`src/rtl/spm_map.svh`:
```
// register offsets, field positions, reset values and timing counts for the power mode controller
`ifndef SPM_MAP_SVH
`define SPM_MAP_SVH
`define SPM_OFS_PORT1_CTRL    8'h1D
`define SPM_OFS_PORT2_CTRL    8'h2D
`define SPM_OFS_MODE_CTRL     8'hC3
`define SPM_OFS_IDLE_SLEEP    8'hC4
`define SPM_OFS_STATUS        8'hC5
`define SPM_BIT_PORT_PD       3
`define SPM_BIT_PLL_OFF       2
`define SPM_RST_MODE_CTRL     8'h00
`define SPM_RST_IDLE_SLEEP    8'hFF
`define SPM_RST_PORT_CTRL     8'h00
`define SPM_CLK_MHZ           250
`define SPM_PULSE_NS          120
`define SPM_PULSE_CYC         ((`SPM_PULSE_NS * `SPM_CLK_MHZ + 999) / 1000)
`define SPM_PULSE_PERIOD_MS   1000
`define SPM_PULSE_PERIOD_CYC  (`SPM_PULSE_PERIOD_MS * `SPM_CLK_MHZ * 1000)
`define SPM_SLEEP_UNIT_MS     1
`define SPM_SLEEP_UNIT_CYC    (`SPM_SLEEP_UNIT_MS * `SPM_CLK_MHZ * 1000)
`endif

```
`src/rtl/spm_pkg.sv`:
```
// types for the power mode controller
package spm_pkg;
  typedef enum logic [2:0] {
    SPM_NORMAL,
    SPM_SAVING,
    SPM_ED_AWAKE,
    SPM_ED_SLEEP,
    SPM_SOFT_PD,
    SPM_SWITCH
  } spm_state_e;
  typedef logic [1:0] spm_mode_t;
  localparam spm_mode_t SPM_MODE_NORMAL = 2'h0;
  localparam spm_mode_t SPM_MODE_ENERGY = 2'h1;
  localparam spm_mode_t SPM_MODE_SOFTPD = 2'h2;
  localparam spm_mode_t SPM_MODE_SAVING = 2'h3;
endpackage : spm_pkg

```
`src/rtl/spm_ctrl.sv`:
```
// power mode controller with Avalon-MM register slave
//
// Overview of operation
// RQ1: after reset the mode field reads 00, normal operation.
// RQ2: normal mode keeps PLL clocks, PHY, MAC and host interface all on.
// RQ3: from normal mode, a host write selects any other mode.
// RQ4: power saving only when field is 11, autoneg on, cable unplugged.
// RQ5: power saving keeps PLL, MAC, host on, PHY tx on, unused rx off.
// RQ6: line activity in power saving restores PHY receiver to full power.
// RQ7: from power saving, a host write selects any other mode.
// RQ8: field 01 enters energy detect, with awake and sleep sub-states.
// RQ9: no energy beyond idle-to-sleep time moves awake to sleep.
// RQ10: sleep disables all but the receiver energy detector.
// RQ11: energy seen while asleep returns to the awake sub-state.
// RQ12: energy detect without link emits 120 ns pulses once per second.
// RQ13: mode register bit 2 set disables the PLL in energy detect.
// RQ14: field 10 stops PLL clocks, turns off PHY and MAC, keeps registers.
// RQ15: writing 00 leaves soft power down back to normal operation.
// RQ16: bit 3 of each port control register powers down that PHY.
// RQ17: per-port power down acts independently of the global mode field.
// RQ18: a mode write starts its transition on the next clock cycle.
// RQ19: a mode written mid-transition is kept and applied afterwards.
//
// Design decision made here: the Avalon-MM register port.
`timescale 1ns/1ns
`include "spm_map.svh"
module spm_ctrl
  import spm_pkg::*;
#(
  parameter int unsigned PULSE_PERIOD_CYC = `SPM_PULSE_PERIOD_CYC,
  parameter int unsigned SLEEP_UNIT_CYC   = `SPM_SLEEP_UNIT_CYC
) (
  // clock and reset
  input  wire logic        clk_sys_i,
  input  wire logic        rst_n_i,
  // avalon-mm slave
  input  wire logic [7:0]  avs_address_i,
  input  wire logic        avs_read_i,
  input  wire logic        avs_write_i,
  input  wire logic [31:0] avs_writedata_i,
  input  wire logic [3:0]  avs_byteenable_i,
  output logic      [31:0] avs_readdata_o,
  output logic             avs_waitrequest_o,
  // line status
  input  wire logic        autoneg_en_i,
  input  wire logic        cable_connected_i,
  input  wire logic        link_up_i,
  input  wire logic        energy_det_i,
  // power controls
  output logic             pll_en_o,
  output logic             mac_en_o,
  output logic             host_if_en_o,
  output logic             phy_tx_en_o,
  output logic             phy_rx_en_o,
  output logic             energy_det_en_o,
  output logic [1:0]       port_pd_o,
  output logic             link_pulse_o
);

  // refuse a pulse period no longer than the pulse, or an empty sleep unit
  if (PULSE_PERIOD_CYC <= `SPM_PULSE_CYC || SLEEP_UNIT_CYC < 1) begin : g_bad_timing
    $error("spm_ctrl: unsupported timing parameters");
  end

  typedef struct packed {
    spm_state_e  st;
    spm_mode_t   applied;
    logic [7:0]  mode_reg;
    logic [7:0]  idle_reg;
    logic [7:0]  p1_reg;
    logic [7:0]  p2_reg;
    logic        ack;
    logic [31:0] rdata;
    logic [31:0] unit_cnt;
    logic [8:0]  idle_cnt;
    logic [31:0] pulse_cnt;
    logic        pll;
    logic        mac;
    logic        host;
    logic        tx;
    logic        rx;
    logic        edet;
    logic [1:0]  pd;
    logic        pulse;
  } spm_regs_s;

  spm_regs_s q, d;
  logic      access;
  logic      wr_hit;
  spm_mode_t req_mode;

  assign access            = avs_read_i | avs_write_i;
  assign avs_waitrequest_o = access & ~q.ack;
  assign avs_readdata_o    = q.rdata;
  assign pll_en_o          = q.pll;
  assign mac_en_o          = q.mac;
  assign host_if_en_o      = q.host;
  assign phy_tx_en_o       = q.tx;
  assign phy_rx_en_o       = q.rx;
  assign energy_det_en_o   = q.edet;
  assign port_pd_o         = q.pd;
  assign link_pulse_o      = q.pulse;
  // a write with byte lane 0 enabled lands at the edge where waitrequest is low
  assign wr_hit            = avs_write_i & q.ack & avs_byteenable_i[0];
  assign req_mode          = q.mode_reg[1:0];

  always_comb begin
    d       = q;
    d.ack   = access & ~q.ack;
    // register slave: one wait cycle, then answer
    if (avs_read_i & ~q.ack) begin
      d.rdata = 32'h0000_0000;
      case (avs_address_i)
        `SPM_OFS_PORT1_CTRL: d.rdata[7:0] = q.p1_reg;
        `SPM_OFS_PORT2_CTRL: d.rdata[7:0] = q.p2_reg;
        `SPM_OFS_MODE_CTRL:  d.rdata[7:0] = q.mode_reg;
        `SPM_OFS_IDLE_SLEEP: d.rdata[7:0] = q.idle_reg;
        `SPM_OFS_STATUS:     d.rdata[7:0] = {3'h0, 2'(q.st == SPM_ED_SLEEP), q.pll, q.applied};
        default:             d.rdata = 32'h0000_0000;
      endcase
    end
    // register contents are held in every mode [RQ14]
    if (wr_hit) begin
      case (avs_address_i)
        `SPM_OFS_PORT1_CTRL: d.p1_reg   = avs_writedata_i[7:0];
        `SPM_OFS_PORT2_CTRL: d.p2_reg   = avs_writedata_i[7:0];
        `SPM_OFS_MODE_CTRL:  d.mode_reg = avs_writedata_i[7:0];
        `SPM_OFS_IDLE_SLEEP: d.idle_reg = avs_writedata_i[7:0];
        default:             d.rdata    = q.rdata;
      endcase
    end
    // mode state machine
    case (q.st)
      SPM_NORMAL: begin
        if (req_mode != SPM_MODE_NORMAL) begin
          d.st = SPM_SWITCH;                                  // [RQ3] [RQ18]
        end
      end
      SPM_SAVING: begin
        if (req_mode != SPM_MODE_SAVING || !autoneg_en_i) begin
          d.st = SPM_SWITCH;                                  // [RQ7] [RQ18]
        end
      end
      SPM_ED_AWAKE, SPM_ED_SLEEP: begin
        if (req_mode != SPM_MODE_ENERGY) begin
          d.st = SPM_SWITCH;                                  // [RQ18]
        end else if (energy_det_i) begin
          d.st       = SPM_ED_AWAKE;                          // [RQ11]
          d.idle_cnt = 9'h000;
          d.unit_cnt = 32'h0000_0000;
        end else if (q.st == SPM_ED_AWAKE) begin
          if (q.unit_cnt >= SLEEP_UNIT_CYC - 1) begin
            d.unit_cnt = 32'h0000_0000;
            d.idle_cnt = q.idle_cnt + 9'h001;
          end else begin
            d.unit_cnt = q.unit_cnt + 32'h0000_0001;
          end
          if (q.idle_cnt > {1'b0, q.idle_reg}) begin
            d.st = SPM_ED_SLEEP;                              // [RQ9]
          end
        end
      end
      SPM_SOFT_PD: begin
        if (req_mode == SPM_MODE_NORMAL) begin
          d.st = SPM_SWITCH;                                  // [RQ15]
        end
      end
      SPM_SWITCH: begin
        // latest written field is applied here [RQ19]
        d.applied  = req_mode;
        d.idle_cnt = 9'h000;
        d.unit_cnt = 32'h0000_0000;
        case (req_mode)
          SPM_MODE_ENERGY: d.st = SPM_ED_AWAKE;               // [RQ8]
          SPM_MODE_SOFTPD: d.st = SPM_SOFT_PD;                // [RQ14]
          SPM_MODE_SAVING: d.st = autoneg_en_i ? SPM_SAVING : SPM_NORMAL; // [RQ4]
          default:         d.st = SPM_NORMAL;
        endcase
      end
      default: d.st = SPM_NORMAL;
    endcase
    // block enables per state
    d.pll  = 1'b1;
    d.mac  = 1'b1;
    d.host = 1'b1;
    d.tx   = 1'b1;
    d.rx   = 1'b1;
    d.edet = 1'b0;
    case (d.st)
      SPM_SAVING: begin
        d.rx = cable_connected_i;                             // [RQ4] [RQ5] [RQ6]
      end
      SPM_ED_AWAKE: begin
        d.pll  = ~q.mode_reg[`SPM_BIT_PLL_OFF];               // [RQ13]
        d.edet = 1'b1;
      end
      SPM_ED_SLEEP: begin
        d.pll  = 1'b0;                                        // [RQ10]
        d.mac  = 1'b0;                                        // [RQ10]
        d.host = 1'b0;
        d.tx   = 1'b0;
        d.rx   = 1'b0;
        d.edet = 1'b1;
      end
      SPM_SOFT_PD: begin
        d.pll  = 1'b0;                                        // [RQ14]
        d.mac  = 1'b0;
        d.host = 1'b0;
        d.tx   = 1'b0;
        d.rx   = 1'b0;
      end
      default: d.edet = 1'b0;                                 // [RQ2]
    endcase
    // link pulses while in energy detect without a link
    d.pulse = 1'b0;
    if ((q.st == SPM_ED_AWAKE || q.st == SPM_ED_SLEEP) && !link_up_i) begin
      if (q.pulse_cnt >= PULSE_PERIOD_CYC - 1) begin
        d.pulse_cnt = 32'h0000_0000;
      end else begin
        d.pulse_cnt = q.pulse_cnt + 32'h0000_0001;
      end
      d.pulse = (q.pulse_cnt < 32'(`SPM_PULSE_CYC));          // [RQ12]
    end else begin
      d.pulse_cnt = 32'h0000_0000;
    end
    // per-port power down, regardless of mode
    d.pd = {q.p2_reg[`SPM_BIT_PORT_PD], q.p1_reg[`SPM_BIT_PORT_PD]}; // [RQ16] [RQ17]
  end

  always_ff @(posedge clk_sys_i or negedge rst_n_i) begin
    if (!rst_n_i) begin
      q           <= '0;
      q.st        <= SPM_NORMAL;
      q.applied   <= SPM_MODE_NORMAL;
      q.mode_reg  <= `SPM_RST_MODE_CTRL;                      // [RQ1]
      q.idle_reg  <= `SPM_RST_IDLE_SLEEP;
      q.p1_reg    <= `SPM_RST_PORT_CTRL;
      q.p2_reg    <= `SPM_RST_PORT_CTRL;
      q.pll       <= 1'b1;
      q.mac       <= 1'b1;
      q.host      <= 1'b1;
      q.tx        <= 1'b1;
      q.rx        <= 1'b1;
    end else begin
      q <= d;
    end
  end

endmodule : spm_ctrl

```
`config.mk`:
```
export PLATFORM = sky130hd
export DESIGN_NAME = spm_ctrl
export DESIGN_NICKNAME = d
export VERILOG_FILES = /design/src/rtl/spm_pkg.sv /design/src/rtl/spm_ctrl.sv
export VERILOG_INCLUDE_DIRS = /design/src /design/src/rtl
export SDC_FILE = /design/constraint.sdc
export NUM_CORES = 1
export LEC_CHECK = 0
export ABC_AREA = 0
export BUFFER_PORTS_ARGS = -buffer_cell sky130_fd_sc_hd__buf_2
export CAP_MARGIN = 10
export CORE_MARGIN = 5
export CORE_UTILIZATION = 50
export CTS_CLUSTER_DIAMETER = 80
export CTS_CLUSTER_SIZE = 28
export DETAILED_ROUTE_END_ITERATION = 10
export PLACE_DENSITY = 0.74
export SETUP_SLACK_MARGIN = 0.1
export SYNTH_ARGS = -nofsm -noshare
export SYNTH_HDL_FRONTEND = slang
export SYNTH_SLANG_ARGS = --single-unit
```
`constraint.sdc`:
```
create_clock -name clk_sys_i -period 1.9 [get_ports clk_sys_i]
set_input_delay 0.38 -clock clk_sys_i [delete_from_list [all_inputs] [get_ports clk_sys_i]]
set_output_delay 0.38 -clock clk_sys_i [all_outputs]
set_load 0.02 [all_outputs]
```
; ---- Yosys cells after proc, flatten, opt, wreduce, memory -nomap -nowiden
; Cells that the tools add are included.
; W data, S select, Z words.
[classes]
n_reduce_logical = 19
n_eq_ne = 23
addsub = 3
n_bitwise = 7
mux = 27
order_cmp = 4
[ops]
columns = cell, count
row1 = $mux W32, 6
row2 = $mux W41, 3
row3 = $pmux W41 S2, 1
row4 = $add A32 B1 Y32 const B, 2
row5 = $pmux W8 S5, 1
row6 = $ge A32 B18 Y1 const B, 1
row7 = $ge A32 B28 Y1 const B, 1
row8 = $lt A32 B5 Y1 const B, 1
row9 = $eq A8 B8 Y1 const B, 3
row10 = $mux W3, 8
row11 = $pmux W3 S5, 1
row12 = $eq A3 B2 Y1 const B, 4
row13 = $add A9 B1 Y9 const B, 1
row14 = $eq A3 B3 Y1 const B, 3
row15 = $gt A9 B8 Y1, 1
row16 = $mux W9, 1
row17 = $pmux W3 S3, 1
row18 = $eq A8 B5 Y1 const B, 1
row19 = $eq A8 B6 Y1 const B, 1
row20 = $reduce_and A2 Y1, 4
row21 = $eq A3 B1 Y1 const B, 2
row22 = $ne A2 B2 Y1 const B, 3
row23 = $ne A3 B3 Y1 const B, 2
row24 = $reduce_or A2 Y1, 3
row25 = other kinds (17), 28
[totals]
out_inout_bits = 42
wordCells = 102
regBits = 152

; ---- Depth between registers and ports, before layout
[depth]
ltp_word = 9
depth_mapped = 9
depth_no_buf = 8

; ---- Worst setup path before layout
; OpenSTA, ideal clock, no wires.
[synth_path]
kind = register -> register
startpoint = register q[50] (netlist bit)
endpoint = register q[46] (netlist bit)
stages_incl_launch_ff = 9
path_slack_ns = -0.073
synth_period_minus_slack_ns = 1.973
n_path_buf = 1
t_required_ns = 1.818
arrival_time_ns = 1.891
path_cell_list = dfrtp_1 -> ha_1 -> and3_4 -> o211ai_4 -> a21oi_4 -> o21ai_2 -> buf_6 -> or4_1 -> a31oi_1
[synth_via]
elab_chain_len = 3
[synth_rtl]
columns = item, line_no
row1 = "start, declared", spm_ctrl.sv:87  ; spm_regs_s q, d;
row2 = $ge A32 B18 Y1, spm_ctrl.sv:152  ; if (q.unit_cnt >= SLEEP_UNIT_CYC - 1) begin
row3 = $ne A3 B3 Y1 (no source line), -
row4 = $reduce_and A4 Y1 (no source line), -
; No other way between the ends.
; A chain may end at the register's enable or synchronous reset.

; ---- Worst setup path after layout
[layout_path]
startpoint = register q[60] (netlist bit)
endpoint = register q[49] (netlist bit)
; The elaborated chain is that of the path after synthesis.

==> results.ini <==
[outcome]
status=finished with violations
failed_checks=setup timing

[die]
core-area_um2=12600
start_util_pct=51.0
fp.dieW_um=123
rows=41
pin_count=94
fp.dieH_um=123
dieArea_um2=15200

[sta]
worst_slack_ps=-196
finalWorstPathRequiredPeriod_ps=2100
clock_skew_ps=7.56
rsz0062_at_grt=yes
max_freq_mhz=477
final_hold_viol_count=0
fin_hold_ws_ps=233
period_share_pct=110
slew_viol_final=0
finalSetupViolCount=27

[synth]
synthSimpleGateAreaFrac_pct=19.8
synth_mux_area_share_pct=8.14
async_flop_share_pct=100
synth_edf_count=0
synth_top_area_share_pct=44.7
synth_seq_cells=126
yosysUniqueCellTypes=67
synth_top_flop_cell=dfrtp_1
ys_seq_area_share_pct=49.2
netlist_area_um2=6440
postSynthAreaPerCell_um2=10.5
synth_top_family_by_area=simple AND/OR/NAND/NOR gates
synth_fa_ha_area_share_pct=2.14
synth_compound_area_share_pct=9.95
ys_warn_count=0
yosys.area_share.xor_xnor_pct=3.40
synth_area_leaders=dfrtp_1 (45%), mux2_2 (6.1%), dfstp_2 (4.5%), buf_4 (4.3%), nor2_1 (3.3%)
synth_top_cell_by_area=dfrtp_1
syn_inst=611

[global_routing]
grt_pass1_vias=4981
grt_pass1_wl_um=23900
grt_overflow=0
track_usage_pct=20.3
antenna_found_initial=0
grt_max_degree=59

[setup_path]
crit_top_cell=a21oi_4
arrival_ps=2400
path_delay_family=simple AND/OR/NAND/NOR gates
slowest_stage=or4_4
max_stage_delay_ps=550
crit_fanout=4
cp-end-kind=register
r2r_slack_ps=-200
cp_cell_sequence=or4_4 > a21oi_4 > a21oi_4 > nor3_4 > buf_6 > nor4_1 > mux2_2
startpoint_type=register
timing.critical_path.required_ps=2200
path_class=reg -> reg
critPathBufInv=1

[routing]
drt_iter0_markers=293
wire_per_inst_um=16.3
vias=4931
avgViaCountPerCell=5.39
drc=0
drtPass1Iterations=5
postRouteAntennaNets=0
wirelength_um=14900

[placed_design]
dp_hpwl_um=9870
place_congestion=0.855
portBuffers=42

[cells_and_area]
drive_gt1_share_pct=37.5
n_fill_cell=945
syn2layout_area_growth_pct=28.2
antenna_cells=0
final_common_cell=dfrtp_1
mostFrequentLayoutCells=dfrtp_1 (114), buf_4 (73), nand2_1 (47)
final_nets=792

[worst_hold_path]
hold_path_class=in -> reg

[power_and_ir_drop]
max-vdd-ir-drop_uv=483
p_int_uw=4570
p_sw_share_pct=23.5
pwr_density_cell_nw_per_um2=723
combPwrFrac_pct=5.6
leakage_uw=0.00377
clkPwrFrac_pct=48.4
p_total_uw=5970
p_sw_uw=1400
p_seq_share_pct=46.0

[clock_tree]
cts_inserted_buffers=17
clock_path_buffers=2
clockRootBuffer=clkbuf_16
clock_sinks=126
clk_latency_ps=410
tritoncts=done
htree_levels=4
clk_pin_slew_ps=60

[flow_run]
maxCapViolCount=0

-- layout make-up --
type	count	area, um^2	area share, %
Clock buffer	22	464	5.62
Clock inverter	10	67.6	0.818
Inverter	22	82.6	1.00
Multi-Input combinational cell	436	3310	40.1
Sequential cell	126	3170	38.4
Tap cell	172	215	2.61
Timing Repair Buffer	126	952	11.5
-- routing by layer --
layer | global-route usage [%] | part of all wire (%)
met5 | 0 | 0
met4 | 9.41 | 2.3
met3 | 5.22 | 5.0
met2 | 34.2 | 52
met1 | 24.2 | 40
-- per-stage QoR --
stage	setup TNS (ps)	setup slack (ps)	cell area, um^2	util, %	std cells
3_5_place_dp	-4640	-176	7200	57.0	862
2_1_floorplan	0	8.99	6650	-	638
5_1_grt	-6750	-270	8260	65.4	914
3_3_place_gp	-1910	-135	7200	57.0	862
4_1_cts	-1550	-126	7940	62.9	902
6_report	-3140	-196	8260	65.4	914
-- repair_timing --
action | in CTS | in global routing
gates resized for setup | 39 | 56
gates cloned | 2 | 1
endpoints found under the setup margin | 59 | 69
endpoints found under the hold margin | 12 | 0
buffers inserted | 5 | 11
hold buffers | 1 | 0
pin swaps | 24 | 13
-- cell usage after synthesis, drive strengths merged (2+ instances only) --
cell and n:
and3 12, xor2 20, clkbuf 2, a21o 9, mux2i 13, and4 4
o2bb2ai 4, nand2b 4, or2 4, o211ai 2, nor3b 3, ha 11
nor2b 3, and2 18, nor2 58, nor4b 2, nor3 10, nor4 10
a21oi 17, dfrtp 115, nand3 36, o21ai 14, nand3b 4, o21bai 2
mux2 35, nand4 14, and2b 2, nand2 49, inv 22, a221o 6
dfstp 11, or4 4, a31oi 6, xnor2 5, buf 52, a222oi 4
a22o 12
-- path summary, 6_finish.rpt --
check | startpoint | depth (start not counted) | endpoint
max reg2reg | q[60] | 7 | q[49]
min | avs_writedata_i[5] | 2 | q[128]
min reg2reg | d[1] | 0 | port_pd_o[0]
max | q[60] | 7 | q[49]
min in group asynchronous | rst_n_i | 2 | energy_det_en_o
max in group asynchronous | rst_n_i | 3 | q[133]
-- state kept, by name, summed over array words and instances (netlist names) --
name	flops
avs_readdata_o	8
d	2
energy_det_en_o	1
host_if_en_o	1
link_pulse_o	1
phy_rx_en_o	1
pll_en_o	1
port_pd_o	2
q	109
-- power groups by stage --
| stage | clock network, uW | registers (uW) | logic [uW] |
|---|---|---|---|
| floorplan | 0 | 2790 | 196 |
| global placement | 0 | 2790 | 304 |
| detailed placement | 0 | 2790 | 314 |
| CTS | 2940 | 2750 | 326 |
| global route | 3070 | 2750 | 373 |
| finish | 2890 | 2750 | 333 |
-- cells by family after synthesis --
group,Yosys count
mux,48
other cells,1
fa+ha+maj,11
simple gates,240
compound gates,84
xor+xnor,25
flops,126
buf+inv,76
Power figures use the tool's default switching activity.
